===== src/verilog/fp_map.svh =====
`ifndef FP_MAP_SVH
`define FP_MAP_SVH

// ----------------------------------------------------------------------
// Register byte offsets
// ----------------------------------------------------------------------
`define FP_OFF_STATUS   12'h000
`define FP_OFF_MASK     12'h004
`define FP_OFF_SCAN     12'h008
`define FP_OFF_ROWS     12'h00C
`define FP_OFF_KEYDONE  12'h010
`define FP_OFF_MENU     12'h014
`define FP_OFF_SOFT     12'h018
`define FP_OFF_DADDR    12'h01C
`define FP_OFF_DDATA    12'h020
`define FP_OFF_LED      12'h024
`define FP_OFF_BEEP     12'h028
`define FP_OFF_TIME     12'h02C
`define FP_OFF_DATE     12'h030
`define FP_OFF_COMMIT   12'h034

// ----------------------------------------------------------------------
// Fields and reset values
// ----------------------------------------------------------------------
`define FP_ST_KEY       0
`define FP_ST_BEEP      1
`define FP_ST_REFRESH   2
`define FP_LED_POWER    4
`define FP_LED_RST      9'h030
`define FP_MENU_ID      4'h0
`define FP_MENU_SETUP   4'h1
`define FP_SOFT_L_RST   4'h1
`define FP_SOFT_R_RST   4'h2
`define FP_DISP_CHARS   48
`define FP_DISP_BLANK   8'h20
`define FP_KEY_DECIMAL  4'hA
`define FP_KEY_COMMIT   4'hB
`define FP_KEY_LSOFT    4'hC
`define FP_KEY_RSOFT    4'hD
`define FP_KEY_FWD      4'hE
`define FP_KEY_BACK     4'hF
`define FP_BEEP_ONE     2'h1
`define FP_BEEP_TWO     2'h2

// ----------------------------------------------------------------------
// Timing
// ----------------------------------------------------------------------
`define FP_CLK_NS       20
`define FP_REFRESH_MS   1000
`define FP_BEEP_MS      100
`define FP_REFRESH_CYC  ((`FP_REFRESH_MS * 1000000) / `FP_CLK_NS)
`define FP_BEEP_CYC     ((`FP_BEEP_MS * 1000000) / `FP_CLK_NS)

`endif


===== src/verilog/fp_pkg.sv =====
package fp_pkg;

	typedef enum logic [1:0] {
		BEEP_IDLE,
		BEEP_TONE,
		BEEP_GAP
	} beep_e;

	typedef struct packed {
		logic       time_load;
		logic       sec_clr;
		logic [3:0] hour;
		logic [5:0] minute;
		logic       pm;
		logic       date_load;
		logic [3:0] month;
		logic [4:0] day;
		logic [6:0] year;
	} rtc_s;

	typedef struct packed {
		logic       wr;
		logic [5:0] pos;
		logic [7:0] data;
	} lcd_s;

endpackage


===== src/verilog/front_panel_keypad_display.sv =====
`timescale 1ns/1ps
`default_nettype none
`include "fp_map.svh"

// Functional notes
// Key activity interrupts; software then scans matrix
// Sixteen keys: digits, decimal, commit, soft, nav
// Display holds 48 characters on two lines
// Display refreshed each second; LEDs/beeper on write
// Display, LEDs, beeper reached as bus locations
// Valid entry gives exactly one beep
// Invalid entry gives two beeps, no change
// Nine LEDs: four red faults, five green
// Red LEDs: group, mod, demod, battery faults
// Power LED lit whenever powered
// One green mode LED per mode, exclusive
// Identification menu shown after power-on
// Soft keys jump to their labelled menus
// Forward/back step menu items
// Setup commit stores and advances item
// Time entry hours, minutes, then AM/PM
// Time commit clears seconds, loads clock
// Date commit loads month, day, year
// Interrupt held until cleared; held key silent
module front_panel_keypad_display import fp_pkg::*; #(
	parameter int REFRESH_CYC = `FP_REFRESH_CYC,
	parameter int BEEP_CYC    = `FP_BEEP_CYC
) (
	input  wire logic        i_clk_sys,
	input  wire logic        i_rst_n,
	input  wire logic        i_psel,
	input  wire logic        i_penable,
	input  wire logic        i_pwrite,
	input  wire logic [11:0] i_paddr,
	input  wire logic [31:0] i_pwdata,
	output logic             o_pready,
	output logic [31:0]      o_prdata,
	output logic             o_pslverr,
	output logic             o_irq,
	input  wire logic [3:0]  i_key_row,
	output logic [3:0]       o_key_col,
	output lcd_s             o_lcd,
	output logic [8:0]       o_led,
	output logic             o_beeper,
	output rtc_s             o_rtc
);
	if (REFRESH_CYC < 2 || REFRESH_CYC >= (1 << 26))
		$error("REFRESH_CYC out of range");
	if (BEEP_CYC < 2 || BEEP_CYC >= (1 << 26))
		$error("BEEP_CYC out of range");

	// ------------------------------------------------------------------
	// State
	// ------------------------------------------------------------------
	typedef struct packed {
		logic             pready;
		logic [31:0]      prdata;
		logic             pslverr;
		logic [2:0]       status;
		logic [2:0]       mask;
		logic             irq;
		logic             scan_act;
		logic [3:0]       scan_col;
		logic [3:0]       col;
		logic             col_all;
		logic [3:0]       rows;
		logic             armed;
		logic [3:0]       menu;
		logic [3:0]       item;
		logic [3:0]       soft_l;
		logic [3:0]       soft_r;
		logic [5:0]       dptr;
		logic [47:0][7:0] disp;
		logic [1:0]       mode;
		logic [8:0]       led;
		beep_e            beep_st;
		logic             beep_more;
		logic [25:0]      beep_cnt;
		logic             beeper;
		logic [3:0]       hour;
		logic [5:0]       minute;
		logic             pm;
		logic [3:0]       month;
		logic [4:0]       day;
		logic [6:0]       year;
		rtc_s             rtc;
		logic [25:0]      ref_cnt;
		logic             ref_busy;
		logic [5:0]       ref_idx;
		lcd_s             lcd;
	} state_s;
	state_s st;
	state_s next_st;
	logic   rst_meta;
	logic   rst_sync_n;
	// ------------------------------------------------------------------
	// Helpers
	// ------------------------------------------------------------------
	function automatic logic hit(input logic [11:0] a, input logic [11:0] o);
		hit = (a == o);
	endfunction
	function automatic logic [3:0] mode_leds(input logic [1:0] m);
		mode_leds = 4'h1 << m;
	endfunction
	// ------------------------------------------------------------------
	// Reset release
	// ------------------------------------------------------------------
	always_ff @(posedge i_clk_sys or negedge i_rst_n) begin
		if (!i_rst_n) begin
			rst_meta   <= 1'b0;
			rst_sync_n <= 1'b0;
		end else begin
			rst_meta   <= 1'b1;
			rst_sync_n <= rst_meta;
		end
	end
	// ------------------------------------------------------------------
	// Next state
	// ------------------------------------------------------------------
	always_comb begin
		logic       wr;
		logic [2:0] set;
		logic [1:0] beep_req;
		logic       t_ok;
		logic       d_ok;
		logic [3:0] k;
		next_st  = st;
		wr       = i_psel && i_penable && st.pready && i_pwrite;
		set      = 3'b000;
		beep_req = 2'b00;
		k        = i_pwdata[3:0];
		t_ok     = (st.hour >= 4'd1) && (st.hour <= 4'd12) &&
		           (st.minute <= 6'd59);
		d_ok     = (st.month >= 4'd1) && (st.month <= 4'd12) &&
		           (st.day >= 5'd1) && (st.year <= 7'd99);
		// Bus read side, answered one cycle after setup
		next_st.pready  = i_psel && !i_penable;
		next_st.pslverr = 1'b0;
		next_st.prdata  = 32'h0000_0000;
		if (i_psel && !i_penable) begin
			case (i_paddr)
			`FP_OFF_STATUS: next_st.prdata[2:0] = st.status;
			`FP_OFF_MASK:   next_st.prdata[2:0] = st.mask;
			`FP_OFF_SCAN:   next_st.prdata[4:0] = {st.scan_act, st.scan_col};
			`FP_OFF_ROWS:   next_st.prdata[4:0] = {st.armed, st.rows};
			`FP_OFF_MENU:   next_st.prdata[7:0] = {st.item, st.menu};
			`FP_OFF_SOFT:   next_st.prdata[7:0] = {st.soft_r, st.soft_l};
			`FP_OFF_DADDR:  next_st.prdata[5:0] = st.dptr;
			`FP_OFF_LED:    next_st.prdata[5:0] = {st.mode, st.led[3:0]};
			`FP_OFF_TIME: begin
				next_st.prdata[3:0]  = st.hour;
				next_st.prdata[13:8] = st.minute;
				next_st.prdata[16]   = st.pm;
			end
			`FP_OFF_DATE: begin
				next_st.prdata[3:0]   = st.month;
				next_st.prdata[12:8]  = st.day;
				next_st.prdata[22:16] = st.year;
			end
			`FP_OFF_KEYDONE, `FP_OFF_DDATA, `FP_OFF_BEEP,
			`FP_OFF_COMMIT: next_st.prdata = 32'h0000_0000;
			default:        next_st.pslverr = 1'b1;
			endcase
		end
		// Keypad: all columns driven while idle, software columns in scan
		next_st.col     = st.scan_act ? st.scan_col : 4'hF;
		next_st.col_all = (st.col == 4'hF);
		next_st.rows    = i_key_row;
		if (st.col_all && !st.scan_act) begin
			if (|st.rows && st.armed) begin
				set[`FP_ST_KEY] = 1'b1;
				next_st.armed   = 1'b0;
			end else if (!(|st.rows)) begin
				next_st.armed = 1'b1;
			end
		end
		// Register writes
		next_st.rtc.time_load = 1'b0;
		next_st.rtc.sec_clr   = 1'b0;
		next_st.rtc.date_load = 1'b0;
		if (wr) begin
			if (hit(i_paddr, `FP_OFF_MASK))
				next_st.mask = i_pwdata[2:0];
			if (hit(i_paddr, `FP_OFF_SCAN)) begin
				next_st.scan_col = i_pwdata[3:0];
				next_st.scan_act = i_pwdata[4];
			end
			if (hit(i_paddr, `FP_OFF_KEYDONE)) begin
				next_st.scan_act = 1'b0;
				beep_req = `FP_BEEP_ONE;
				if (!i_pwdata[4]) begin
					beep_req = `FP_BEEP_TWO;
				end else begin
					case (k)
					`FP_KEY_LSOFT: begin
						next_st.menu = st.soft_l;
						next_st.item = 4'h0;
					end
					`FP_KEY_RSOFT: begin
						next_st.menu = st.soft_r;
						next_st.item = 4'h0;
					end
					`FP_KEY_FWD: begin
						if (st.item == 4'hF)
							beep_req = `FP_BEEP_TWO;
						else
							next_st.item = st.item + 4'h1;
					end
					`FP_KEY_BACK: begin
						if (st.item == 4'h0)
							beep_req = `FP_BEEP_TWO;
						else
							next_st.item = st.item - 4'h1;
					end
					`FP_KEY_COMMIT: begin
						if (st.menu == `FP_MENU_SETUP && st.item != 4'hF)
							next_st.item = st.item + 4'h1;
					end
					default: beep_req = `FP_BEEP_ONE;
					endcase
				end
			end
			if (hit(i_paddr, `FP_OFF_MENU)) begin
				next_st.menu = i_pwdata[3:0];
				next_st.item = i_pwdata[7:4];
			end
			if (hit(i_paddr, `FP_OFF_SOFT)) begin
				next_st.soft_l = i_pwdata[3:0];
				next_st.soft_r = i_pwdata[7:4];
			end
			if (hit(i_paddr, `FP_OFF_DADDR))
				next_st.dptr = (i_pwdata[5:0] < 6'd48) ? i_pwdata[5:0] : 6'd0;
			if (hit(i_paddr, `FP_OFF_DDATA)) begin
				next_st.disp[st.dptr] = i_pwdata[7:0];
				next_st.dptr = (st.dptr == 6'd47) ? 6'd0 : st.dptr + 6'd1;
			end
			if (hit(i_paddr, `FP_OFF_LED)) begin
				next_st.mode     = i_pwdata[5:4];
				next_st.led[3:0] = i_pwdata[3:0];
				next_st.led[8:5] = mode_leds(i_pwdata[5:4]);
			end
			if (hit(i_paddr, `FP_OFF_BEEP))
				beep_req = i_pwdata[1:0];
			if (hit(i_paddr, `FP_OFF_TIME)) begin
				next_st.hour   = i_pwdata[3:0];
				next_st.minute = i_pwdata[13:8];
				next_st.pm     = i_pwdata[16];
			end
			if (hit(i_paddr, `FP_OFF_DATE)) begin
				next_st.month = i_pwdata[3:0];
				next_st.day   = i_pwdata[12:8];
				next_st.year  = i_pwdata[22:16];
			end
			if (hit(i_paddr, `FP_OFF_COMMIT)) begin
				beep_req = `FP_BEEP_ONE;
				if ((i_pwdata[0] && !t_ok) || (i_pwdata[1] && !d_ok)) begin
					beep_req = `FP_BEEP_TWO;
				end else begin
					if (i_pwdata[0]) begin
						next_st.rtc.time_load = 1'b1;
						next_st.rtc.sec_clr   = 1'b1;
						next_st.rtc.hour      = st.hour;
						next_st.rtc.minute    = st.minute;
						next_st.rtc.pm        = st.pm;
					end
					if (i_pwdata[1]) begin
						next_st.rtc.date_load = 1'b1;
						next_st.rtc.month     = st.month;
						next_st.rtc.day       = st.day;
						next_st.rtc.year      = st.year;
					end
				end
			end
		end
		next_st.led[`FP_LED_POWER] = 1'b1;
		// Beeper: one or two tones separated by a silent gap
		case (st.beep_st)
		BEEP_IDLE: next_st.beep_cnt = 26'd0;
		BEEP_TONE: begin
			next_st.beep_cnt = st.beep_cnt + 26'd1;
			if (st.beep_cnt == 26'(BEEP_CYC - 1)) begin
				next_st.beep_cnt = 26'd0;
				if (st.beep_more) begin
					next_st.beep_st = BEEP_GAP;
				end else begin
					next_st.beep_st     = BEEP_IDLE;
					set[`FP_ST_BEEP]    = 1'b1;
				end
			end
		end
		BEEP_GAP: begin
			next_st.beep_cnt = st.beep_cnt + 26'd1;
			if (st.beep_cnt == 26'(BEEP_CYC - 1)) begin
				next_st.beep_cnt  = 26'd0;
				next_st.beep_more = 1'b0;
				next_st.beep_st   = BEEP_TONE;
			end
		end
		default: next_st.beep_st = BEEP_IDLE;
		endcase
		if (beep_req == `FP_BEEP_ONE || beep_req == `FP_BEEP_TWO) begin
			next_st.beep_st   = BEEP_TONE;
			next_st.beep_cnt  = 26'd0;
			next_st.beep_more = (beep_req == `FP_BEEP_TWO);
		end
		next_st.beeper = (next_st.beep_st == BEEP_TONE);
		// Once-per-second display refresh, one character per cycle
		next_st.lcd.wr = 1'b0;
		next_st.ref_cnt = st.ref_cnt + 26'd1;
		if (st.ref_cnt == 26'(REFRESH_CYC - 1)) begin
			next_st.ref_cnt  = 26'd0;
			next_st.ref_busy = 1'b1;
			next_st.ref_idx  = 6'd0;
		end
		if (st.ref_busy) begin
			next_st.lcd.wr   = 1'b1;
			next_st.lcd.pos  = st.ref_idx;
			next_st.lcd.data = st.disp[st.ref_idx];
			next_st.ref_idx  = st.ref_idx + 6'd1;
			if (st.ref_idx == 6'(`FP_DISP_CHARS - 1)) begin
				next_st.ref_busy    = 1'b0;
				set[`FP_ST_REFRESH] = 1'b1;
			end
		end
		// Sticky status: a new event wins over a same-cycle clear
		if (wr && hit(i_paddr, `FP_OFF_STATUS))
			next_st.status = (st.status & ~i_pwdata[2:0]) | set;
		else
			next_st.status = st.status | set;
		next_st.irq = |(next_st.status & next_st.mask);
	end
	// ------------------------------------------------------------------
	// Registers
	// ------------------------------------------------------------------
	always_ff @(posedge i_clk_sys or negedge rst_sync_n) begin
		if (!rst_sync_n) begin
			st          <= '0;
			st.col      <= 4'hF;
			st.armed    <= 1'b1;
			st.menu     <= `FP_MENU_ID;
			st.soft_l   <= `FP_SOFT_L_RST;
			st.soft_r   <= `FP_SOFT_R_RST;
			st.disp     <= {`FP_DISP_CHARS{`FP_DISP_BLANK}};
			st.led      <= `FP_LED_RST;
			st.beep_st  <= BEEP_IDLE;
			st.hour     <= 4'h1;
			st.month    <= 4'h1;
			st.day      <= 5'h01;
		end else begin
			st <= next_st;
		end
	end
	// ------------------------------------------------------------------
	// Outputs
	// ------------------------------------------------------------------
	assign o_pready  = st.pready;
	assign o_prdata  = st.prdata;
	assign o_pslverr = st.pslverr;
	assign o_irq     = st.irq;
	assign o_key_col = st.col;
	assign o_lcd     = st.lcd;
	assign o_led     = st.led;
	assign o_beeper  = st.beeper;
	assign o_rtc     = st.rtc;
endmodule
`default_nettype wire


===== config.mk =====
export PLATFORM = sky130hd
export DESIGN_NAME = front_panel_keypad_display
export DESIGN_NICKNAME = d
export VERILOG_FILES = /design/src/verilog/fp_pkg.sv /design/src/verilog/front_panel_keypad_display.sv
export VERILOG_INCLUDE_DIRS = /design/src /design/src/verilog
export SDC_FILE = /design/constraint.sdc
export NUM_CORES = 1
export LEC_CHECK = 0
export BUFFER_PORTS_ARGS = -buffer_cell sky130_fd_sc_hd__buf_2
export CELL_PAD_IN_SITES_DETAIL_PLACEMENT = 1
export CELL_PAD_IN_SITES_GLOBAL_PLACEMENT = 1
export CORE_ASPECT_RATIO = 1.1
export CORE_MARGIN = 4
export CORE_UTILIZATION = 55
export CTS_CLUSTER_DIAMETER = 200
export DETAILED_ROUTE_END_ITERATION = 8
export GPL_TIMING_DRIVEN = 0
export PLACE_DENSITY_LB_ADDON = 0.1
export SETUP_SLACK_MARGIN = 0.4
export SLEW_MARGIN = 25
export SYNTH_ARGS = -nofsm -noshare
export SYNTH_HDL_FRONTEND = slang
export SYNTH_SLANG_ARGS = --single-unit
export TNS_END_PERCENT = 20

===== constraint.sdc =====
create_clock -name i_clk_sys -period 36.3 [get_ports i_clk_sys]
set_clock_uncertainty 0.1 [all_clocks]
set_input_delay 1.815 -clock i_clk_sys [delete_from_list [all_inputs] [get_ports i_clk_sys]]
set_output_delay 1.815 -clock i_clk_sys [all_outputs]
set_load 0.02 [all_outputs]

## Yosys cells after proc, flatten, opt, wreduce, memory -nomap -nowiden

Cells that the tools add are included.

- Word-level logic and storage cells: 274
- Bits in writable memories: 0
- Input port bits: 53
- Bits in latches: 0
- Memories kept: 0
- Register bits: 600
- Output and inout bits: 94
- Bits in read-only memories: 0

- Magnitude comparators: 11
- Reduce and logical (&&, ||, !) cells: 53
- Eq/ne operators: 35
- Add/sub/neg operators: 6
- Multiplexer cells: 68
- Multiply operators: 0
- Shift-type cells: 1
- Div/mod/pow operators: 0
- Bitwise logic cells: 6

Operator list:

| operator | count |
|---|---|
| 390-bit two-way mux | 1 |
| 384-bit bitwise mux | 1 |
| 30-bit two-way mux | 3 |
| 26-bit one-hot mux with 3 select lines | 1 |
| 12-bit by 6-bit == test with 1-bit output, second input constant | 6 |
| 29-bit two-way mux | 2 |
| 26-bit by 1-bit adder with 26-bit output, second input constant | 2 |
| 8-bit binary-select mux with 6-bit select | 1 |
| 8-bit demux with 6-bit select | 1 |
| 12-bit by 5-bit == test with 1-bit output, second input constant | 4 |
| 8-bit two-way mux | 5 |
| 33-bit two-way mux | 1 |
| 3-bit one-hot mux with 10 select lines | 1 |
| 4-bit == test, second input constant | 7 |
| 26-bit by 23-bit == test with 1-bit output, second input constant | 1 |
| 26-bit == test, second input constant | 1 |
| 26-bit two-way mux | 1 |
| 12-bit by 4-bit == test with 1-bit output, second input constant | 2 |
| 24-bit two-way mux | 1 |
| 6-bit two-way mux | 4 |
| 22-bit two-way mux | 1 |
| 2-bit two-way mux | 10 |
| 2-bit AND reduction | 10 |
| 17-bit two-way mux | 1 |
| other kinds (54) | 112 |

## Depth between registers and ports, before layout

- Word-level depth: 14
- Depth in mapped cells: 14
- Gate-level depth less buffers: 13

## Worst setup path after synthesis

No wires, ideal clock.

- Kind: input-to-reg
- From: input port i_paddr[7]
- To: register st[121] (netlist bit)
- Setup time: 0.129 ns
- Required time: 36.071 ns
- Stages: 14
- Slack: 31.413 ns
- Arrival: 4.658 ns
- Path through: nor4_4 and2_1 buf_2 nand4_1 nor2_1 a31o_2 nand3_1 ha_1 nor4b_2 nor4_1 nor2b_1 a31oi_1 o21ai_0 o21ai_0

- Cells in the longest elaborated chain, start to end: 8
- Elaborated cells between the ends (all ways): 12

RTL lines:

| what | line | text |
|---|---|---|
| from (decl) | front_panel_keypad_display.sv:34 | `input wire logic [11:0] i_paddr,` |
| 12-bit by 5-bit == test with 1-bit output | front_panel_keypad_display.sv:100 | `hit = (a == o);` |
| 2-bit two-way mux | front_panel_keypad_display.sv:188 | `` if (hit(i_paddr, `FP_OFF_KEYDONE)) begin `` |
| 2-bit two-way mux | front_panel_keypad_display.sv:242 | `` if (hit(i_paddr, `FP_OFF_BEEP)) `` |
| 2-bit two-way mux (*) | front_panel_keypad_display.sv:254 | `` if (hit(i_paddr, `FP_OFF_COMMIT)) begin `` |
| 2-bit two-way mux (*) | front_panel_keypad_display.sv:181 | `if (wr) begin` |
| 2-bit by 1-bit == test with 1-bit output (no line) / 2-bit == test (equally long branches) | -- |  |
| 1-bit logical OR (no line) (*) | -- |  |
| 4-bit nonzero test (no line) / 29-bit two-way mux (equally long branches) | -- |  |
| to (signal assigned) | front_panel_keypad_display.sv:350 | `st <= next_st;` |
| to (decl) | front_panel_keypad_display.sv:92 | `state_s st;` |

Mark *: on every way between the ends. The rest lies on a longest branch, timed or not.
A chain may end at the register's enable or synchronous reset.

## Worst setup path after layout

- From: input port i_pwdata[1]
- To: register st[117] (netlist bit)

- Cells in the longest elaborated chain, start to end: 10
- Elaborated cells between the ends (all ways): 16

RTL lines:

| what | line | text |
|---|---|---|
| from (decl) | front_panel_keypad_display.sv:35 | `input wire logic [31:0] i_pwdata,` |
| 4-bit == test | front_panel_keypad_display.sv:194 | `case (k)` |
| 2-bit one-hot mux with 2 select lines | front_panel_keypad_display.sv:194 |  |
| 2-bit two-way mux | front_panel_keypad_display.sv:191 | `if (!i_pwdata[4]) begin` |
| 2-bit two-way mux | front_panel_keypad_display.sv:188 |  |
| 2-bit two-way mux | front_panel_keypad_display.sv:242 |  |
| 2-bit two-way mux (*) | front_panel_keypad_display.sv:254 |  |
| 2-bit two-way mux (*) | front_panel_keypad_display.sv:181 |  |
| 2-bit by 1-bit == test with 1-bit output (no line) / 2-bit == test (equally long branches) | -- |  |
| 1-bit logical OR (no line) (*) | -- |  |
| 4-bit nonzero test (no line) / 29-bit two-way mux (equally long branches) | -- |  |

Marked as above.

==> out/summary.log <==
INFO  critical_path  rrSetupSlack=31.86ns
INFO  critical_path  timing.rr.end=st[117]
INFO  pwr            pwr-share-seq=0.499
INFO  synth          syn-mean-instance-area=13.1squm
INFO  drt            firstDrtPassIters=7
INFO  place          placement.setup.worst_slack=30.27ns
INFO  global_route   grt_max_degree=58
INFO  critical_path  worst_r2r_startpoint=st[80]
INFO  timing         worst_slew_pin_slew=1.12ns
INFO  pwr            share_comb_of_total_power=0.035
INFO  clock_network  clk_transition_reported_paths=0.06ns
INFO  timing         rsz_0062_raised_after_global_routing=false
INFO  clock_network  cts_buf_count=61
INFO  critical_path  worst-endpoint-required=36.70ns
INFO  synth          synth-edff-count=0
INFO  place          hpwl=61000um
INFO  pwr            power=1350uW
INFO  timing         maxSlewHeadroom=0.256
INFO  global_route   wire_length_of_the_first_global_routing_pass=134000um
INFO  critical_path  critPathTopFamily=buffers and inverters
INFO  synth          synth_area_leader_cell=sky130_fd_sc_hd__dfrtp_1
INFO  drt            vias=19500
INFO  clock_network  root_buffer=sky130_fd_sc_hd__clkbuf_16
INFO  synth          synth_top_area_frac=0.472
INFO  critical_path  cpPeakStageDelay=0.82ns
INFO  synth          synth_area_leaders=sky130_fd_sc_hd__dfrtp_1 (47%), sky130_fd_sc_hd__mux2_2 (19%), sky130_fd_sc_hd__mux4_2 (6.8%), sky130_fd_sc_hd__dfstp_2 (5.4%), sky130_fd_sc_hd__buf_4 (2.4%)
INFO  pwr            switch_share=0.231
INFO  critical_path  r2r_cells=12
INFO  timing         slew_violations=0
INFO  synth          ys_top_cells_by_count=sky130_fd_sc_hd__dfrtp_1 (538), sky130_fd_sc_hd__mux2_2 (471), sky130_fd_sc_hd__clkbuf_1 (104)
INFO  critical_path  worst-path-max-fanout=10
INFO  synth          number_of_library_cell_types_mapped_by_synthesis=85
INFO  global_route   top_usage_layer=met2
INFO  die            boundary_pin_count=147
INFO  synth          synth_flop_cell=sky130_fd_sc_hd__dfrtp_1
INFO  clock_network  clock_path_buffers=3
INFO  place          place.detailed.instances=2979
INFO  final_layout   total_area_of_multi_input_combinational_cells=12200squm
INFO  synth          total_number_of_yosys_warnings=0
INFO  die            start_util=0.557
INFO  critical_path  timing.critical_path.cells=buf_2 -> clkbuf_1 -> clkbuf_1 -> nand4_1 -> a31oi_1 -> ha_1 -> nor4b_2 -> nor4_1 -> nand2_1 -> nor4_1 -> a31oi_1 -> o21ai_0
INFO  timing         final_min_period_over_clock_period=0.153
INFO  final_layout   final_net_count=2441
INFO  timing         setup_tns=0ns
INFO  synth          yosys.cell_count.top_type=sky130_fd_sc_hd__dfrtp_1
INFO  status         run_status=finished, final reports clean
INFO  drt            avgViaCountPerCell=6.31
INFO  global_route   grtUsageTotal=0.318
INFO  final_layout   nFillCells=5001
INFO  critical_path  worst_setup_path_start_kind=primary input
INFO  pwr            power.static_leakage=0.0150uW
INFO  synth          syn-instance-count=2171
INFO  global_route   grt_pass1_vias=21300
INFO  clock_network  ctsHtreeMaxLevel=2
INFO  clock_network  tritoncts=built
INFO  drt            number_of_antenna_violating_nets_in_the_routed_design=0
INFO  pwr            pwr-share-clk=0.465
INFO  critical_path  worst_ep_arrival_time=5.95ns
INFO  drt            detail_route.drc_violations=0
INFO  clock_network  tritoncts_num_sinks=597
INFO  critical_path  worst_path_max_delay_cell=sky130_fd_sc_hd__nor4b_2
INFO  global_route   grt_use_met3=0.0468
INFO  critical_path  critical_path.n_buffers_inverters=3
INFO  clock_network  cts_hold_buffers=0
INFO  timing         count_of_endpoints_failing_setup_in_the_final_report=0
INFO  drt            routed_wl=87700um
INFO  timing         max_freq=0.180GHz
INFO  drt            route.detailed.wl_per_inst=28.3um
INFO  final_layout   post_route_cells_drive_above_1_share=0.422
INFO  run            max-cap-violations=0
INFO  global_route   use_met1=0.414
INFO  critical_path  endpoint_kind=flip-flop
INFO  min_path       min_path_type=flip-flop to async pin
INFO  die            core_area=51300squm
INFO  die            die_height=247um
INFO  global_route   globalRouteOverflowTotal=0
INFO  synth          postSynthRegisterBits=597
INFO  pwr            powerDensity=41.7nW/um^2
INFO  die            die_area=55600squm
INFO  clock_network  post_cts_resize_count=0
INFO  place          io_buffer_count=117
INFO  global_route   met2_usage=0.534
INFO  pwr            cell_internal_pwr=1040uW
INFO  pwr            vdd.ir_drop.worst=43.1uV
INFO  timing         hold_viol=0
INFO  synth          synth.cell_area=28500squm
INFO  final_layout   syn2layout_area_growth=13.3%
INFO  place          gpl.final_weighted_congestion=0.906
INFO  die            rows=87
INFO  pwr            power.switching=311uW
INFO  final_layout   final-instance-count-excl-fill=3097
INFO  timing         post-route-min-period=5.55ns
INFO  critical_path  worst-setup-path-type=primary input to flip-flop
INFO  final_layout   final-seq-area=15000squm
INFO  clock_network  worstSkewPairLatency=0.65ns
INFO  synth          yosysSeqAreaShare=0.526
INFO  timing         worst_slack=30.75ns
INFO  global_route   antenna_violations_before_repair=1
INFO  die            chipWidth=225um
INFO  clock_network  cts_setup_buffers=0
INFO  drt            drt_iter0_drc=1695
INFO  synth          synthArstFlopShare=1.00
==> layer usage <==
layer | vias up | wire (um)
met4 | 0 | 4310
met5 | - | 0
met2 | 695 | 42900
met3 | 229 | 5260
met1 | 10400 | 35200
li1 | 8247 | -
==> worst max-delay path by stage <==
stage,start,end,slack (ns),cells after the start
6_report,i_pwdata[1],st[117],30.75,12
5_1_grt,i_pwdata[1],st[121],30.63,12
4_1_cts,i_pwdata[1],st[117],30.89,12
3_5_place_dp,i_pwdata[1],st[121],30.27,12
3_3_place_gp,rst_sync_n,async pin,12.39,0
2_1_floorplan,rst_sync_n,async pin,18.43,0
==> layout by cell type, fill, tap and decap left out, drive strengths merged, types with 7 or more instances in the layout <==
| master | instances |
|---|---|
| a211oi | 12 |
| a21oi | 46 |
| a22oi | 23 |
| a31oi | 15 |
| and2 | 14 |
| and3 | 24 |
| and4 | 7 |
| buf | 253 |
| clkbuf | 209 |
| clkinv | 7 |
| conb | 13 |
| dfrtp | 538 |
| dfstp | 59 |
| ha | 11 |
| inv | 22 |
| mux2 | 476 |
| mux2i | 27 |
| mux4 | 86 |
| nand2 | 84 |
| nand2b | 23 |
| nand3 | 42 |
| nand4 | 32 |
| nor2 | 129 |
| nor2b | 26 |
| nor3 | 19 |
| nor4 | 18 |
| o211ai | 10 |
| o21ai | 59 |
| o311ai | 8 |
| o31ai | 7 |
| xnor2 | 17 |
| xor2 | 22 |
==> through the flow <==
step	utilization	area (sq um)	hold WS, ns
after floorplan	-	28600	0.231
after global placement	0.585	30000	0.239
after detailed placement	0.592	30300	0.165
after CTS	0.630	32300	0.170
after global routing	0.630	32300	0.188
final	0.630	32300	0.152
==> layout make-up <==
cell class                 instances  share of cell area
timing repair buffer             131              0.0281
antenna                            1           0.0000774
multi-input combinational       1337               0.378
clock buffer                     103              0.0564
clock inverter                    13             0.00453
inverter                          20             0.00232
buffer                           228              0.0397
tap                              667              0.0258
sequential                       597               0.465
==> kinds of logic (layout without fill, tap and decap cells) <==
group	Yosys count	count (layout)	synth area share
other cells	2	14	0.000263
flops	597	597	0.526
simple gates	448	448	0.0882
mux	589	589	0.266
buf+inv	248	495	0.0474
xor+xnor	39	39	0.0120
compound gates	236	236	0.0550
fa+ha+maj	12	12	0.00552
==> power groups by stage <==
| stage | logic, uW | clock network, uW | registers, uW |
|---|---|---|---|
| finish | 47.6 | 627 | 673 |
| global placement | 29.1 | 0 | 697 |
| CTS | 47.8 | 635 | 673 |
| floorplan | 16.7 | 0 | 693 |
| global route | 52.2 | 663 | 673 |
| detailed placement | 47.1 | 0 | 685 |
Note: power is estimated with default switching activity, not from simulation.
